**config.mk**
```make
export PLATFORM = sky130hd
export DESIGN_NAME = dduc_bank
export DESIGN_NICKNAME = d
export VERILOG_FILES = /design/src/shared/dduc_pkg.sv /design/src/hw/dduc_update_gen.sv /design/src/hw/dduc_bank.sv
export SDC_FILE = /design/constraint.sdc
export NUM_CORES = 1
export LEC_CHECK = 0
export BUFFER_PORTS_ARGS = -buffer_cell sky130_fd_sc_hd__buf_2
export CORE_MARGIN = 2
export CORE_UTILIZATION = 53
export CTS_BUF_LIST = sky130_fd_sc_hd__clkbuf_16
export CTS_CLUSTER_DIAMETER = 100
export DETAILED_ROUTE_END_ITERATION = 8
export GPL_TIMING_DRIVEN = 0
export PLACE_DENSITY = 0.76
export SLEW_MARGIN = 15
export SYNTH_ARGS = -nofsm -noshare
export SYNTH_HDL_FRONTEND = slang
export SYNTH_SLANG_ARGS = --single-unit
```
**constraint.sdc**
```tcl
create_clock -name clk_sys -period 8.95 [get_ports clk_sys]
set_clock_uncertainty 0.1 [all_clocks]
set_input_delay 0.895 -clock clk_sys [delete_from_list [all_inputs] [get_ports clk_sys]]
set_output_delay 0.895 -clock clk_sys [all_outputs]
set_load 0.02 [all_outputs]
```
**src/shared/dduc_pkg.sv**
```systemverilog
/*
  constants, control word layout and mode codes for the update and
  control word block of the synthesizer.
  assumes nothing; every design file refers to it by package::name.
*/
package dduc_pkg;

  // byte addresses of the first byte of each register on the write port
  localparam logic [7:0] ADDR_CTRL = 8'h1d;
  localparam logic [7:0] ADDR_IVL = 8'h16;

  // pll range and pll bypass power up set, everything else clear
  localparam logic [31:0] CTRL_RESET = 32'h0060_0000;
  // reserved bits 31:29, 23, 7 and 3:2 never reach the buffer
  localparam logic [31:0] CTRL_WMASK = 32'h1f7f_ff73;
  localparam logic [31:0] IVL_RESET = 32'h0000_0040;
  localparam logic [31:0] IVL_SHORT = 32'h0000_0005;

  // internal strobe is held high this many cycles after a transfer
  localparam int unsigned PULSE_CYCLES = 8;
  localparam logic [3:0] PULSE_LOAD = 4'(PULSE_CYCLES - 1);
  localparam logic [3:0] PULSE_ZERO = 4'h0;
  localparam logic [3:0] PULSE_STEP = 4'h1;

  typedef logic [32:0] dduc_count_t;
  localparam dduc_count_t PERIOD_MIN = 33'h0_0000_0001;
  localparam dduc_count_t COUNT_ZERO = 33'h0_0000_0000;

  typedef enum logic [2:0] {
    MODE_SINGLE_TONE = 3'h0,
    MODE_FREQ_SHIFT_KEYING = 3'h1,
    MODE_RAMPED_SHIFT = 3'h2,
    MODE_CHIRP = 3'h3,
    MODE_PHASE_SHIFT_KEYING = 3'h4
  } dduc_mode_e;

  typedef struct packed {
    logic [2:0] open_hi;      // 31:29
    logic cmp_pd;             // 28
    logic halt_bit;           // 27
    logic aux_dac_pd;         // 26
    logic dac_pd;             // 25
    logic dig_pd;             // 24
    logic rsv23;              // 23
    logic pll_hi_range;       // 22
    logic pll_bypass;         // 21
    logic [4:0] ref_mult;     // 20:16
    logic clr_acc1;           // 15
    logic clr_acc_all;        // 14
    logic triangle;           // 13
    logic spare12;            // 12
    dduc_mode_e mode;         // 11:9
    logic int_update;         // 8
    logic rsv7;               // 7
    logic sinc_bypass;        // 6
    logic keying_en;          // 5
    logic keying_int;         // 4
    logic [1:0] rsv3_2;       // 3:2
    logic lsb_first;          // 1
    logic sdo_active;         // 0
  } dduc_ctrl_s;

  localparam dduc_ctrl_s CTRL_RESET_S = dduc_ctrl_s'(CTRL_RESET);
  localparam logic [4:0] MULT_OFF = 5'h00;

  // edges fall twice the programmed value apart; zero still counts one
  function automatic dduc_count_t period_of(input logic [31:0] ivl);
    dduc_count_t p;
    p = {ivl, 1'b0};
    if (p == COUNT_ZERO) begin
      p = PERIOD_MIN;
    end
    return p;
  endfunction : period_of

endpackage : dduc_pkg

```
**src/hw/dduc_update_gen.sv**
```systemverilog
/*
  internal update generator: fires a one-cycle transfer request every
  period_of(interval) system clock cycles.
  assumes interval comes from the active bank and enable is the
  internal update mode bit.
*/
`timescale 1ns/100ps
`default_nettype none

module dduc_update_gen (
  input wire logic clk_sys,
  input wire logic sys_rst,
  input wire logic enable,
  input wire logic [31:0] interval,
  output logic fire
);

  dduc_pkg::dduc_count_t cnt_q;
  dduc_pkg::dduc_count_t period;

  assign period = dduc_pkg::period_of(interval);
  assign fire = enable && (cnt_q >= (period - dduc_pkg::PERIOD_MIN));

  // count up from zero, so an interval loaded by a fire, or by the
  // transfer that enables the mode, sets the very next spacing
  always_ff @(posedge clk_sys) begin
    if (sys_rst) begin
      cnt_q <= dduc_pkg::COUNT_ZERO;
    end else if (!enable || fire) begin
      cnt_q <= dduc_pkg::COUNT_ZERO;
    end else begin
      cnt_q <= cnt_q + dduc_pkg::PERIOD_MIN;
    end
  end
endmodule : dduc_update_gen

`default_nettype wire

```
**src/hw/dduc_bank.sv**
```systemverilog
/*
  staging buffer, active register bank, update strobe pin handling and
  control word decode of the synthesizer.
  assumes the write and read ports and the strobe pin input are
  synchronous to clk_sys; the pin's wire level is resolved outside.
*/
`timescale 1ns/100ps
`default_nettype none

module dduc_bank (
  input wire logic clk_sys,
  input wire logic sys_rst,
  input wire logic wr_en,
  input wire logic [7:0] wr_addr,
  input wire logic [31:0] wr_data,
  input wire logic rd_en,
  input wire logic [7:0] rd_addr,
  output logic [31:0] rd_data,
  input wire logic update_strobe_pin_i,
  output logic update_strobe_pin_o,
  output logic update_strobe_pin_oe,
  output logic xfer_done,
  output logic acc1_clear,
  output dduc_pkg::dduc_ctrl_s active_ctrl,
  output logic [31:0] active_interval,
  output logic [4:0] pll_mult_eff,
  output logic pll_power_down,
  output logic digital_clk_stop,
  output logic op_stopped
);

  logic [31:0] buf_ctrl_q;
  logic [31:0] buf_ivl_q;
  dduc_pkg::dduc_ctrl_s buf_view;
  dduc_pkg::dduc_ctrl_s bank_next;
  dduc_pkg::dduc_ctrl_s ctrl_q;
  logic [31:0] ivl_q;
  logic pin_prev_q;
  logic ext_rise;
  logic gen_fire;
  logic gen_q;
  logic xfer;
  logic xfer_q;
  logic halted_q;
  logic acc1_q;
  logic [3:0] hi_cnt_q;
  logic pin_q;
  logic oe_q;
  logic [4:0] mult_q;
  logic pll_pd_q;
  logic dig_stop_q;
  logic [31:0] rd_q;

  assign buf_view = dduc_pkg::dduc_ctrl_s'(buf_ctrl_q);

  // host writes only touch the buffer, never the bank
  always_ff @(posedge clk_sys) begin
    if (sys_rst) begin
      buf_ctrl_q <= dduc_pkg::CTRL_RESET;
      buf_ivl_q <= dduc_pkg::IVL_RESET;
    end else if (wr_en) begin
      if (wr_addr == dduc_pkg::ADDR_CTRL) begin
        buf_ctrl_q <= wr_data & dduc_pkg::CTRL_WMASK;
      end
      if (wr_addr == dduc_pkg::ADDR_IVL) begin
        buf_ivl_q <= wr_data;
      end
    end
  end

  // pin is only looked at while it is an input
  always_ff @(posedge clk_sys) begin
    if (sys_rst) begin
      pin_prev_q <= 1'b0;
    end else begin
      pin_prev_q <= update_strobe_pin_i;
    end
  end

  assign ext_rise = !ctrl_q.int_update && update_strobe_pin_i &&
                    !pin_prev_q;

  dduc_update_gen u_gen (
    .clk_sys(clk_sys),
    .sys_rst(sys_rst),
    .enable(ctrl_q.int_update && !halted_q),
    .interval(ivl_q),
    .fire(gen_fire)
  );

  // a stopped device ignores every further transfer
  assign xfer = (ext_rise || gen_fire) && !halted_q;

  // the one-shot bit never lands in the bank, so it clears itself
  always_comb begin
    bank_next = buf_view;
    bank_next.clr_acc1 = 1'b0;
  end

  // bank copy; serial format bits change here too, mid-access or not
  always_ff @(posedge clk_sys) begin
    if (sys_rst) begin
      ctrl_q <= dduc_pkg::CTRL_RESET_S;
      ivl_q <= dduc_pkg::IVL_RESET;
    end else if (xfer) begin
      ctrl_q <= bank_next;
      ivl_q <= buf_ivl_q;
    end
  end

  always_ff @(posedge clk_sys) begin
    if (sys_rst) begin
      xfer_q <= 1'b0;
      gen_q <= 1'b0;
      acc1_q <= 1'b0;
    end else begin
      xfer_q <= xfer;
      gen_q <= gen_fire && !halted_q;
      acc1_q <= xfer && buf_view.clr_acc1;
    end
  end

  // sticky until reset: nothing but sys_rst clears it
  always_ff @(posedge clk_sys) begin
    if (sys_rst) begin
      halted_q <= 1'b0;
    end else if (xfer && buf_view.halt_bit) begin
      halted_q <= 1'b1;
    end
  end

  // pulse stretcher; reloading on each fire merges short periods into a
  // steady high, so the pin stops marking single transfers
  always_ff @(posedge clk_sys) begin
    if (sys_rst) begin
      hi_cnt_q <= dduc_pkg::PULSE_ZERO;
      pin_q <= 1'b0;
    end else if (gen_fire && !halted_q) begin
      hi_cnt_q <= dduc_pkg::PULSE_LOAD;
      pin_q <= 1'b1;
    end else if (hi_cnt_q != dduc_pkg::PULSE_ZERO) begin
      hi_cnt_q <= hi_cnt_q - dduc_pkg::PULSE_STEP;
      pin_q <= 1'b1;
    end else begin
      pin_q <= 1'b0;
    end
  end

  // decoded outputs follow the bank, loaded on the same edge
  always_ff @(posedge clk_sys) begin
    if (sys_rst) begin
      oe_q <= dduc_pkg::CTRL_RESET_S.int_update;
      pll_pd_q <= dduc_pkg::CTRL_RESET_S.pll_bypass;
      mult_q <= dduc_pkg::MULT_OFF;
      dig_stop_q <= dduc_pkg::CTRL_RESET_S.dig_pd;
    end else if (xfer) begin
      oe_q <= bank_next.int_update;
      pll_pd_q <= bank_next.pll_bypass;
      mult_q <= bank_next.pll_bypass ? dduc_pkg::MULT_OFF :
                bank_next.ref_mult;
      dig_stop_q <= bank_next.dig_pd || bank_next.halt_bit;
    end
  end

  // reads show the active bank, not the buffer; others read zero
  always_ff @(posedge clk_sys) begin
    if (sys_rst) begin
      rd_q <= 32'h0000_0000;
    end else if (rd_en) begin
      if (rd_addr == dduc_pkg::ADDR_CTRL) begin
        rd_q <= ctrl_q;
      end else if (rd_addr == dduc_pkg::ADDR_IVL) begin
        rd_q <= ivl_q;
      end else begin
        rd_q <= 32'h0000_0000;
      end
    end
  end

  // field outputs ride in active_ctrl: power-downs, pll range, all-accumulator clear,
  // sweep, mode, sinc bypass, keying and serial format
  assign active_ctrl = ctrl_q;
  assign active_interval = ivl_q;
  assign update_strobe_pin_o = pin_q;
  assign update_strobe_pin_oe = oe_q;
  assign xfer_done = xfer_q;
  assign acc1_clear = acc1_q;
  assign pll_mult_eff = mult_q;
  assign pll_power_down = pll_pd_q;
  assign digital_clk_stop = dig_stop_q;
  assign op_stopped = halted_q;
  assign rd_data = rd_q;

  // helper: cycles between generator fires, armed from the first fire while it runs
  dduc_pkg::dduc_count_t since_q;
  dduc_pkg::dduc_count_t exp_q;
  logic armed_q;

  always_ff @(posedge clk_sys) begin
    if (sys_rst || !ctrl_q.int_update || halted_q) begin
      since_q <= dduc_pkg::COUNT_ZERO;
      exp_q <= dduc_pkg::COUNT_ZERO;
      armed_q <= 1'b0;
    end else if (gen_fire) begin
      since_q <= dduc_pkg::PERIOD_MIN;
      // the fire edge also loads the buffered interval into the bank
      exp_q <= dduc_pkg::period_of(buf_ivl_q);
      armed_q <= 1'b1;
    end else begin
      since_q <= since_q + dduc_pkg::PERIOD_MIN;
    end
  end
endmodule : dduc_bank

`default_nettype wire

```
==> reports/qor.yml, run 1 <==
power_frac_clock_pct: 40.9
cp_slowest_cell: "nor4_1"
relSlewSlack_pct: 32.5
nets: 1326
total_power_w: 0.00176
grt_pass1_wl_um: 40200
min_from: "buf_ivl_q[10]$_SDFFE_PP0P_"
critPathMaxStageDelay_ns: 0.56
ys.flop_type: "dfxtp_1"
finalWirelength_um: 25900
finalCritPeriodShare_pct: 61.3
clock_latency_ns: 0.44
tritoncts: "done"
drc: 0
core_um2: 16500
ys_seq_area_share_pct: 43.7
place.port_buffers: 151
synth.area.top_cells: "dfxtp_1, nand2_1, mux2i_1, ha_1, a21oi_1"
cp.depth: 15
postRouteAntennaNets: 0
top_level_ports: 161
cts.sinks: 193
crit_path_end_kind: "flop"
die_w_um: 133
grt_use_total_pct: 29.1
grt_pass1_vias: 7561
holdPathStages: 2
antenna_cells: 0
max_freq_mhz: 182
r2r_start: "active_interval[0]$_SDFFE_PP0P_"
cp.arrival_ns: 5.71
gp_congestion: 0.912
synth_warnings: 0
status: "completed"
clockRootBuffer: "clkbuf_16"
crit-reg2reg-capture: "acc1_clear$_SDFF_PP0_"
crit_chain: "nor4_1 -> and3_1 -> o211ai_1 -> or3_1 -> or4_1 -> xor2_1 -> ha_1 -> nand4_1 -> nor4_1 -> nand3_1 -> o211ai_1 -> a211oi_1 -> clkbuf_1 -> buf_2 -> nor3b_1"
rows: 47
r2r_setup_slack_ns: 3.46
power.share.sequential_pct: 50.4
syn_inst: 1060
clockBufferDepth: 2
ir_drop_v: 0.000137
grt.overflow.total: 0
p_sw_w: 0.000460
die_area_um2: 17700
setup_tns_ns: 0
leakage_nw: 4.31
cts_buffers: 17
layout_common_cells: "nand2_1, dfxtp_1, buf_2"
r2r_cells: 15
route.vias.total: 8177
cts_setup_buffers: 0
holdBufCountCts: 0
worst_pin_slew_ns: 0.998
synth_area_per_cell_um2: 8.34
power_frac_comb_pct: 8.6
dr.pass1.iters: 5
setup_viol: 0
hold_viol: 0
via_per_inst: 5.56
clk_pin_slew_ns: 0.07
ys_seq_elements: 193
fillCellCount: 1459
fp.dieH_um: 133
drtIter0Drc: 771
drv_slew: 0
grt_max_degree: 19
synth_edf_count: 0
path_delay_family: "simple AND/OR/NAND/NOR gates"
hp-class: "flop to flop"
max-cap-violations: 0
syn_area_um2: 8840
avgRoutedWirePerCell_um: 17.6
critical_path_required_ns: 9.17
start_kind: "flop"
p_sw_share_pct: 26.2
period_needed_ns: 5.49
p_int_w: 0.00130
htreeDepth: 4
final_layout_size_suffix_gt1_share_pct: 16.9
ys_async_sr_fraction_pct: 0
min_to: "active_interval[10]$_SDFFE_PP0P_"
p_per_area_nw_per_um2: 168
path_buf_inv: 2
crit_path_max_fanout: 10
synth_top_area_share_pct: 43.7
final_common_cell: "nand2_1"
yosysTopAreaCell: "dfxtp_1"
antenna_found_initial: 0
initial_core_util_pct: 53.7
yosysUniqueCellTypes: 55
post_cts_resized: 0
path_class: "flop to flop"
areaGrowthSynthToFinish_pct: 18.2
dp_hpwl_um: 20100
rsz0062_at_grt: "no"
registers in the layout, indices dropped and copies added (netlist names):
name                  cells
update_strobe_pin_oe      1
buf_ctrl_q               25
pll_mult_eff              5
digital_clk_stop          1
active_interval          32
xfer_done                 1
rd_data                  32
acc1_clear                1
pll_power_down            1
u_gen.cnt_q              33
update_strobe_pin_o       1
hi_cnt_q                  4
buf_ivl_q                32
op_stopped                1
pin_prev_q                1
active_ctrl              22
layout make-up:
class | instances | area [µm²] | share of cell area, %
clock buffers | 17 | 425 | 4.07
repair buffers | 151 | 756 | 7.23
multi-input cells | 788 | 4640 | 44.3
flip-flops and latches | 193 | 3860 | 37.0
inverters | 13 | 48.8 | 0.467
plain buffers | 73 | 323 | 3.09
well taps | 220 | 275 | 2.63
clock inverters | 15 | 128 | 1.22
synth_stat cells, types with 2 or more instances:
| cell type | instances |
|---|---|
| o21a_1 | 2 |
| or3_1 | 7 |
| mux2i_1 | 61 |
| nor3_1 | 11 |
| nor4b_1 | 4 |
| ha_1 | 36 |
| o31a_1 | 2 |
| nand2b_1 | 10 |
| dfxtp_1 | 193 |
| nand3_1 | 23 |
| xor2_1 | 23 |
| a21oi_1 | 80 |
| nor2_1 | 92 |
| clkbuf_1 | 56 |
| inv_1 | 12 |
| or2_2 | 3 |
| a211oi_1 | 26 |
| nor4_1 | 8 |
| a22oi_1 | 24 |
| o211ai_1 | 2 |
| nand2_1 | 259 |
| nor3b_1 | 2 |
| or4_1 | 5 |
| nand3b_1 | 5 |
| xnor2_1 | 32 |
| nand4_1 | 15 |
| buf_4 | 11 |
| nor2b_1 | 3 |
| a221oi_1 | 2 |
| o21ai_0 | 10 |
| buf_2 | 6 |
| and2_1 | 6 |
| and3_1 | 7 |
through the flow:
stage	instance area (µm²)	cells	setup slack [ns]	util (%)	hold WS [ns]
floorplan	8870	1067	4.50	-	0.332
global placement	9900	1438	3.72	60.1	0.341
detailed placement	9900	1438	3.62	60.1	0.347
CTS	10500	1470	3.57	63.5	0.357
global route	10500	1470	3.22	63.5	0.379
finish	10500	1470	3.46	63.5	0.354
worst reg2reg max path: cells and delay by family (launching register included):
family / cells / cell delay (ns)
AO/OA/AOI/OAI: 3 / 0.72
XOR/XNOR: 1 / 0.16
adder cells (fa/ha/maj): 1 / 0.30
buffers and inverters: 2 / 0.66
flip-flops: 1 / 0.40
AND/OR/NAND/NOR: 8 / 3.03
layer usage:
metal  track usage, %  wire length (µm)
met2             47.6             12200
met1             38.7             11000
met4             11.4               828
met3             4.91              1820
met5                0                 0
cells by family (layout without fill, tap and decap cells):
group / after synthesis / count (layout) / share of synthesized area (%)
simple gates: 470 / 470 / 23.5
mux: 61 / 61 / 6.90
flops: 193 / 193 / 43.7
buf+inv: 86 / 269 / 4.20
xor+xnor: 56 / 56 / 5.63
fa+ha+maj: 36 / 36 / 5.09
other cells: 1 / 8 / 0.0424
compound gates: 157 / 157 / 10.9
power by group through the flow:
stage                     registers, W  clock network, W  logic (W)
after floorplan               0.000914                 0  0.0000949
after global placement        0.000906                 0   0.000148
after detailed placement      0.000907                 0   0.000151
after CTS                     0.000887          0.000722   0.000152
after global routing          0.000889          0.000757   0.000166
final                         0.000887          0.000720   0.000152
worst max-delay path by stage:
| stage | from | to | slack (ns) |
|---|---|---|---|
| floorplan | active_interval[8]$_SDFFE_PP0P_ | u_gen.cnt_q[10]$_SDFF_PP0_ | 4.50 |
| global placement | active_interval[22]$_SDFFE_PP0P_ | active_interval[8]$_SDFFE_PP0P_ | 3.72 |
| detailed placement | active_interval[0]$_SDFFE_PP0P_ | acc1_clear$_SDFF_PP0_ | 3.62 |
| CTS | active_interval[0]$_SDFFE_PP0P_ | acc1_clear$_SDFF_PP0_ | 3.57 |
| global route | active_interval[0]$_SDFFE_PP0P_ | acc1_clear$_SDFF_PP0_ | 3.22 |
| finish | active_interval[0]$_SDFFE_PP0P_ | acc1_clear$_SDFF_PP0_ | 3.46 |
(Power assumes the default switching activity.)
==> run 2, diff against run 1 <==
--- a/config.mk
+++ b/config.mk
@@ -5,6 +5,7 @@
 export SDC_FILE = /design/constraint.sdc
 export NUM_CORES = 1
 export LEC_CHECK = 0
+export ABC_AREA = 1
 export BUFFER_PORTS_ARGS = -buffer_cell sky130_fd_sc_hd__buf_2
 export CORE_MARGIN = 2
 export CORE_UTILIZATION = 53
==> constraint.sdc (replaced) <==
create_clock -name clk_sys -period 5.44 [get_ports clk_sys]
set_clock_uncertainty 0.1 [all_clocks]
set_input_delay 0.544 -clock clk_sys [delete_from_list [all_inputs] [get_ports clk_sys]]
set_output_delay 0.544 -clock clk_sys [all_outputs]
set_load 0.02 [all_outputs]
==> run 2 against run 1 <==
Die area grew 8.4%; area after synthesis grew 8.6%; highest routed layer unchanged; largest power group unchanged; global-route usage grew 1.9 points; synthesized cell count grew 28%; critical path depth grew 11; clock power grew 78%; maximum frequency grew 19%; worst setup slack lost 2.6 ns; total power grew 93%; critical path type unchanged.
==> reports/qor.yml, run 2 <==
status: "completed"
ys.flop_type: "dfxtp_1"
crit_path_end_kind: "flop"
grt_use_total_pct: 31.0  # +1.9 points
syn_inst: 1354  # +28%
hold_viol: 0  # unchanged
p_sw_share_pct: 32.5  # +6.3 points
syn_area_um2: 9610  # +8.6%
grt.overflow.total: 0  # unchanged
max_freq_mhz: 216  # +19%
hp-class: "input port to flop"
grt_max_degree: 22  # +3
ys_top_cells_by_count: "nand2_1, nor2_1, dfxtp_1"
ir_drop_v: 0.000235  # +72%
nets: 1620  # +22%
power_frac_comb_pct: 17.0  # +8.4 points
start_kind: "flop"
max-cap-violations: 0  # unchanged
drc: 0  # unchanged
finalCritPeriodShare_pct: 85.0  # +24 points
antenna_found_initial: 0  # unchanged
holdBufCountCts: 0  # unchanged
cts_setup_buffers: 0  # unchanged
antenna_cells: 0  # unchanged
synth_most_common_cell: "nand2_1"
power_frac_clock_pct: 37.8  # -3.1 points
yosysTopAreaCell: "dfxtp_1"
cp.arrival_ns: 4.86  # -0.85 ns
die_w_um: 139  # +4.1%
avgRoutedWirePerCell_um: 17.0  # -3.7%
worst_pin_slew_ns: 0.680  # -0.318 ns
drtIter0Drc: 738  # -4.3%
fp.dieH_um: 139  # +4.1%
p_int_w: 0.00229  # +76%
worst_slack_ns: 0.815  # -2.65 ns
ys_seq_elements: 193  # unchanged
holdPathStages: 3  # +1
cts.sinks: 193  # unchanged
period_needed_ns: 4.63  # -0.865 ns
htreeDepth: 4  # unchanged
largest-register: "u_gen.cnt_q"
synth_area_per_cell_um2: 7.10  # -15%
synth_warnings: 0  # unchanged
dr.pass1.iters: 5  # unchanged
setup_viol: 0  # unchanged
setup_tns_ns: 0  # unchanged
critPathMaxStageDelay_ns: 0.61  # +0.05 ns
postRouteAntennaNets: 0  # unchanged
relSlewSlack_pct: 54.7  # +22 points
grt_pass1_vias: 9110  # +20%
crit_path_frequent_cell: "nor2_1"
top_level_ports: 161  # unchanged
post_cts_resized: 0  # unchanged
largest_register_ffs: 33  # unchanged
synth_edf_count: 0  # unchanged
p_sw_w: 0.00110  # +140%
final_common_cell: "nand2_1"
path_class: "flop to flop"
grt_pass1_wl_um: 47000  # +17%
ys_seq_area_share_pct: 40.2  # -3.5 points
rows: 49  # +4.3%
cp_slowest_cell: "dfxtp_1"
layout_common_cells: "nand2_1, nor2_1, dfxtp_1"
tritoncts: "done"
route.vias.total: 9531  # +17%
areaGrowthSynthToFinish_pct: 17.5
gp_congestion: 0.979  # +7.3%
synth_top_area_share_pct: 40.2  # -3.5 points
power.share.sequential_pct: 45.2  # -5.2 points
crit_path_max_fanout: 10  # unchanged
initial_core_util_pct: 53.7  # about the same
die_area_um2: 19200  # +8.4%
dp_hpwl_um: 23600  # +18%
pre_cts_slack_ns: 0.866  # -2.75 ns
clk_pin_slew_ns: 0.08  # about the same
r2r_cells: 26  # +11
ys_async_sr_fraction_pct: 0  # unchanged
cts_buffers: 17  # unchanged
via_per_inst: 5.38  # -3.4%
synth.area.top_cells: "dfxtp_1, nand2_1, nor2_1, inv_1, a21oi_1"
p_per_area_nw_per_um2: 301  # +79%
clock_latency_ns: 0.45  # about the same
clockRootBuffer: "clkbuf_16"
core_um2: 17900  # +8.7%
yosysUniqueCellTypes: 40  # -27%
rsz0062_at_grt: "no"
drv_slew: 0  # unchanged
critical_path_required_ns: 5.67  # -3.50 ns
finalWirelength_um: 30100  # +16%
leakage_nw: 5.26  # +22%
place.port_buffers: 151  # unchanged
clockBufferDepth: 2  # unchanged
final_layout_size_suffix_gt1_share_pct: 15.3  # -1.5 points
## run 2: cell types whose count changed after synthesis, sizes merged, moves of 26 or more
| cell | previous run | this run |
|---|---|---|
| mux2i | 61 | 0 |
| a211oi | 26 | 0 |
| nand3 | 24 | 87 |
| nor2 | 92 | 225 |
| xnor2 | 32 | 4 |
| o21ai | 10 | 81 |
| inv | 12 | 153 |
## run 2: per-stage QoR
| step | hold slack [ns] | util [%] | area (µm²) | std cells | power, W |
|---|---|---|---|---|---|
| floorplan | 0.315 | - | 9630 | 1361 | 0.00194 |
| global placement | 0.336 | 59.6 | 10700 | 1741 | 0.00213 |
| detailed placement | 0.341 | 59.6 | 10700 | 1741 | 0.00213 |
| CTS | 0.228 | 63.1 | 11300 | 1773 | 0.00339 |
| global route | 0.232 | 63.1 | 11300 | 1773 | 0.00352 |
| finish | 0.237 | 63.1 | 11300 | 1773 | 0.00339 |
## run 2: cell families after synthesis
kind of cell             Yosys count  share of synthesized area, %
AO/OA/AOI/OAI                    221                          12.6
buffers and inverters            223                          9.56
XOR/XNOR                          35                          3.19
adder cells (fa/ha/maj)           36                          4.69
AND/OR/NAND/NOR                  645                          29.7
other                              1                        0.0390
flip-flops                       193                          40.2
## run 2: cell type report
cell class	instances	area [µm²]
Sequential cell	193	3860
Tap cell	229	287
Clock inverter	15	186
Fill cell	1679	6610
Multi-Input combinational cell	945	4850
Clock buffer	17	425
Timing Repair Buffer	151	756
Inverter	157	589
Buffer	66	329
## run 2: path summary, 6_finish.rpt
path                                                   endpoint  slack, ns                            start
worst max-delay path            active_interval[2]$_SDFFE_PP0P_       0.81  active_interval[6]$_SDFFE_PP1P_
worst min-delay path                      pin_prev_q$_SDFF_PP0_       0.24              update_strobe_pin_i
worst max register to register  active_interval[2]$_SDFFE_PP0P_       0.81  active_interval[6]$_SDFFE_PP1P_
worst min register to register            acc1_clear$_SDFF_PP0_       0.34      buf_ctrl_q[15]$_SDFFE_PP0P_
## run 2: power groups by stage
stage	registers (W)	logic, W	clock network, W
after detailed placement	0.00156	0.000569	0
after floorplan	0.00159	0.000352	0
final	0.00153	0.000577	0.00128
after global placement	0.00156	0.000562	0
after global routing	0.00154	0.000643	0.00134
after CTS	0.00153	0.000573	0.00129
## run 2: critical path: cells and delay by family, from the launching register on
| kind | cells | cell delay, ns |
|---|---|---|
| xor+xnor | 1 | 0.19 |
| flops | 1 | 0.61 |
| fa+ha+maj | 1 | 0.38 |
| buf+inv | 3 | 0.35 |
| simple gates | 21 | 2.84 |
## run 2: layer usage
| layer | part of all wire, % | global-route usage [%] |
|---|---|---|
| met1 | 40 | 36.6 |
| met2 | 49 | 54.2 |
| met5 | 0 | 0 |
| met4 | 4.8 | 15.9 |
| met3 | 6.0 | 5.25 |
==> run 3, diff against run 2 <==
--- a/config.mk
+++ b/config.mk
@@ -5,15 +5,13 @@
 export SDC_FILE = /design/constraint.sdc
 export NUM_CORES = 1
 export LEC_CHECK = 0
-export ABC_AREA = 1
 export BUFFER_PORTS_ARGS = -buffer_cell sky130_fd_sc_hd__buf_2
 export CORE_MARGIN = 2
-export CORE_UTILIZATION = 53
+export CORE_UTILIZATION = 35
 export CTS_BUF_LIST = sky130_fd_sc_hd__clkbuf_16
 export CTS_CLUSTER_DIAMETER = 100
 export DETAILED_ROUTE_END_ITERATION = 8
 export GPL_TIMING_DRIVEN = 0
-export PLACE_DENSITY = 0.76
 export SLEW_MARGIN = 15
 export SYNTH_ARGS = -nofsm -noshare
 export SYNTH_HDL_FRONTEND = slang
==> run 3 against run 2 <==
Sequential power fell by 5%; first-iteration DRC count fell by 30%; hold slack improved by 0.00066 ns; global-route usage fell by 10 points; largest power group unchanged; critical path depth fell by 11; register-to-register slack got worse by 0.51 ns; largest cell class unchanged; via count fell by 17%; core utilization fell by 20 points; worst setup slack got worse by 0.51 ns.
==> reports/qor.yml, run 3 (synthesis results as in run 1) <==
crit_path_max_fanout: 10  # unchanged
start_kind: "flop"
grt.overflow.total: 0  # unchanged
r2r_start: "active_interval[0]$_SDFFE_PP0P_"
nets: 1326  # -18%
initial_core_util_pct: 35.4  # -18 points
clock_latency_ns: 0.44  # about the same
layout_common_cells: "nand2_1, dfxtp_1, buf_2"
finalCritPeriodShare_pct: 94.4  # +9.4 points
pre_cts_slack_ns: -0.175  # -1.04 ns
p_per_area_nw_per_um2: 279  # -7.1%
finalCoreUtilization_pct: 42.7  # -20 points
grt_use_total_pct: 20.6  # -10 points
critPathMaxStageDelay_ns: 0.69  # +0.08 ns
cts_buffers: 17  # unchanged
path_buf_inv: 2  # -1
hp-class: "input port to flop"
drc: 0  # unchanged
core_um2: 25000  # +39%
grt_max_degree: 19  # -14%
multiInputGateArea_um2: 4660  # -3.9%
cts.sinks: 193  # unchanged
antenna_cells: 0  # unchanged
hold_viol: 0  # unchanged
grtUsageMet1_pct: 25.5  # -11 points
leakage_nw: 4.34  # -18%
holdBufCountCts: 0  # unchanged
dr.pass1.iters: 5  # unchanged
critical_path_required_ns: 5.71  # +0.04 ns
grt_pass1_vias: 7500  # -18%
worst_slack_ns: 0.306  # -0.509 ns
register_area_um2: 3860  # unchanged
largest_register_ffs: 33  # unchanged
rsz0062_at_grt: "no"
status: "completed"
r2r_cells: 15  # -42%
tritoncts: "done"
place.port_buffers: 151  # unchanged
avgRoutedWirePerCell_um: 17.3  # +1.8%
route.vias.total: 7884  # -17%
min_from: "wr_data[29]"
min_to: "buf_ivl_q[29]$_SDFFE_PP0P_"
die_area_um2: 26600  # +38%
antenna_found_initial: 0  # unchanged
die_w_um: 163  # +18%
final_area_um2: 10600  # -5.7%
clk_pin_slew_ns: 0.08  # about the same
relSlewSlack_pct: 41.6  # -13 points
top_level_ports: 161  # unchanged
cp_slowest_cell: "or4b_2"
fillCellCount: 2595  # +55%
path_class: "flop to flop"
r2r_setup_slack_ns: 0.31  # -0.51 ns
finalWirelength_um: 27300  # -9.3%
crit_chain: "nor4_2 -> and3_1 -> o211ai_1 -> or3_1 -> or4_1 -> xor2_1 -> ha_1 -> a21oi_1 -> o21ai_0 -> a221oi_1 -> o211ai_1 -> or4b_2 -> clkbuf_1 -> clkbuf_1 -> nor2_1"
postRouteAntennaNets: 0  # unchanged
drtIter0Drc: 516  # -30%
final_layout_size_suffix_gt1_share_pct: 17.0  # +1.7 points
htreeDepth: 4  # unchanged
holdPathStages: 3  # unchanged
fp.dieH_um: 163  # +18%
clockRootBuffer: "clkbuf_16"
use_met3_pct: 3.57  # -1.7 points
worst_pin_slew_ns: 0.877  # +0.197 ns
busiest_layer: "met2"
setup_viol: 0  # unchanged
drv_slew: 0  # unchanged
max-cap-violations: 0  # unchanged
cp.arrival_ns: 5.40  # +0.54 ns
crit_path_end_kind: "flop"
crit-reg2reg-capture: "u_gen.cnt_q[30]$_SDFF_PP0_"
rows: 58  # +18%
via_per_inst: 4.99  # -7.2%
placed_cell_area_um2: 10000  # -6.0%
max_freq_mhz: 195  # -9.9%
ir_drop_v: 0.000208  # -12%
grt_pass1_wl_um: 42100  # -10%
clockBufferDepth: 2  # unchanged
dp_hpwl_um: 21200  # -10%
largest-register: "u_gen.cnt_q"
path_delay_family: "simple AND/OR/NAND/NOR gates"
areaGrowthSynthToFinish_pct: 20.4
gp_congestion: 0.851  # -13%
met2_usage_pct: 36.1  # -18 points
period_needed_ns: 5.13  # +0.509 ns
final_common_cell: "nand2_1"
[run 3: changes by cell type in the layout (fill, tap and decap cells not counted), moves of 24 or more]
cell	previous run	this run
o21ai_0	81	10
a211oi_1	0	26
inv_1	151	15
a22oi_1	0	24
nand2_1	233	259
xnor2_1	4	32
nand3_1	86	23
nor2_1	210	92
mux2i_1	0	61
[run 3: layout make-up]
| type | instances | area share [%] |
|---|---|---|
| Multi-Input combinational cell | 788 | 43.8 |
| Sequential cell | 193 | 36.3 |
| Timing Repair Buffer | 151 | 7.10 |
| Clock buffer | 17 | 3.99 |
| Tap cell | 330 | 3.88 |
| Buffer | 73 | 3.04 |
| Clock inverter | 15 | 1.48 |
| Inverter | 13 | 0.458 |
[run 3: worst max-delay path by stage]
stage	start	to	slack (ns)	cells after the start
5_1_grt	active_interval[22]$_SDFFE_PP0P_	u_gen.cnt_q[31]$_SDFF_PP0_	0.03	15
3_5_place_dp	active_interval[22]$_SDFFE_PP0P_	u_gen.cnt_q[29]$_SDFF_PP0_	-0.17	15
3_3_place_gp	active_interval[22]$_SDFFE_PP0P_	u_gen.cnt_q[31]$_SDFF_PP0_	-0.12	15
4_1_cts	active_interval[8]$_SDFFE_PP0P_	active_ctrl[10]$_SDFFE_PP0P_	0.02	16
6_report	active_interval[0]$_SDFFE_PP0P_	u_gen.cnt_q[30]$_SDFF_PP0_	0.31	15
2_1_floorplan	active_interval[8]$_SDFFE_PP0P_	u_gen.cnt_q[10]$_SDFF_PP0_	0.99	16
[run 3: worst register-to-register path, stage by stage, from the launching register on]
cell and delay, ns:
dfxtp_1 0.43, nor4_2 0.43, and3_1 0.31, o211ai_1 0.25, or3_1 0.44, or4_1 0.44
xor2_1 0.16, ha_1 0.29, a21oi_1 0.12, o21ai_0 0.11, a221oi_1 0.37, o211ai_1 0.26
or4b_2 0.69, clkbuf_1 0.22, clkbuf_1 0.29, nor2_1 0.16
[run 3: repair_timing]
action | 4_1_cts | 5_1_grt
setup endpoints to repair | 90 | 90
pin swaps | 0 | 0
cloned | 0 | 0
resized for setup | 1 | 5
setup buffers | 0 | 0
[run 3: report_power, final]
| group | total (W) | internal, W | leakage (nW) | switching [W] |
|---|---|---|---|---|
| Sequential | 0.00146 | 0.00144 | 1.56 | 0.0000201 |
| Combinational | 0.000259 | 0.0000973 | 2.49 | 0.000161 |
| Clock | 0.00125 | 0.000649 | 0.290 | 0.000606 |
| Total | 0.00297 | 0.00219 | 4.34 | 0.000787 |
[run 3: per-layer routing]
metal / part of all wire [%] / vias up / wire (µm)
met5: 0 / - / 0
met4: 2.8 / 0 / 767
met3: 4.1 / 45 / 1130
met2: 49 / 194 / 13400
met1: 44 / 3697 / 12000
li1: - / 3948 / -
[run 3: per-stage QoR]
stage	cells	setup TNS (ns)	power, W	hold slack (ns)
final	1580	0	0.00297	0.238
after global routing	1580	0	0.00307	0.234
after CTS	1580	0	0.00299	0.216
after detailed placement	1548	-8.93	0.00175	0.345
after global placement	1548	-3.25	0.00175	0.339
after floorplan	1067	0	0.00166	0.332
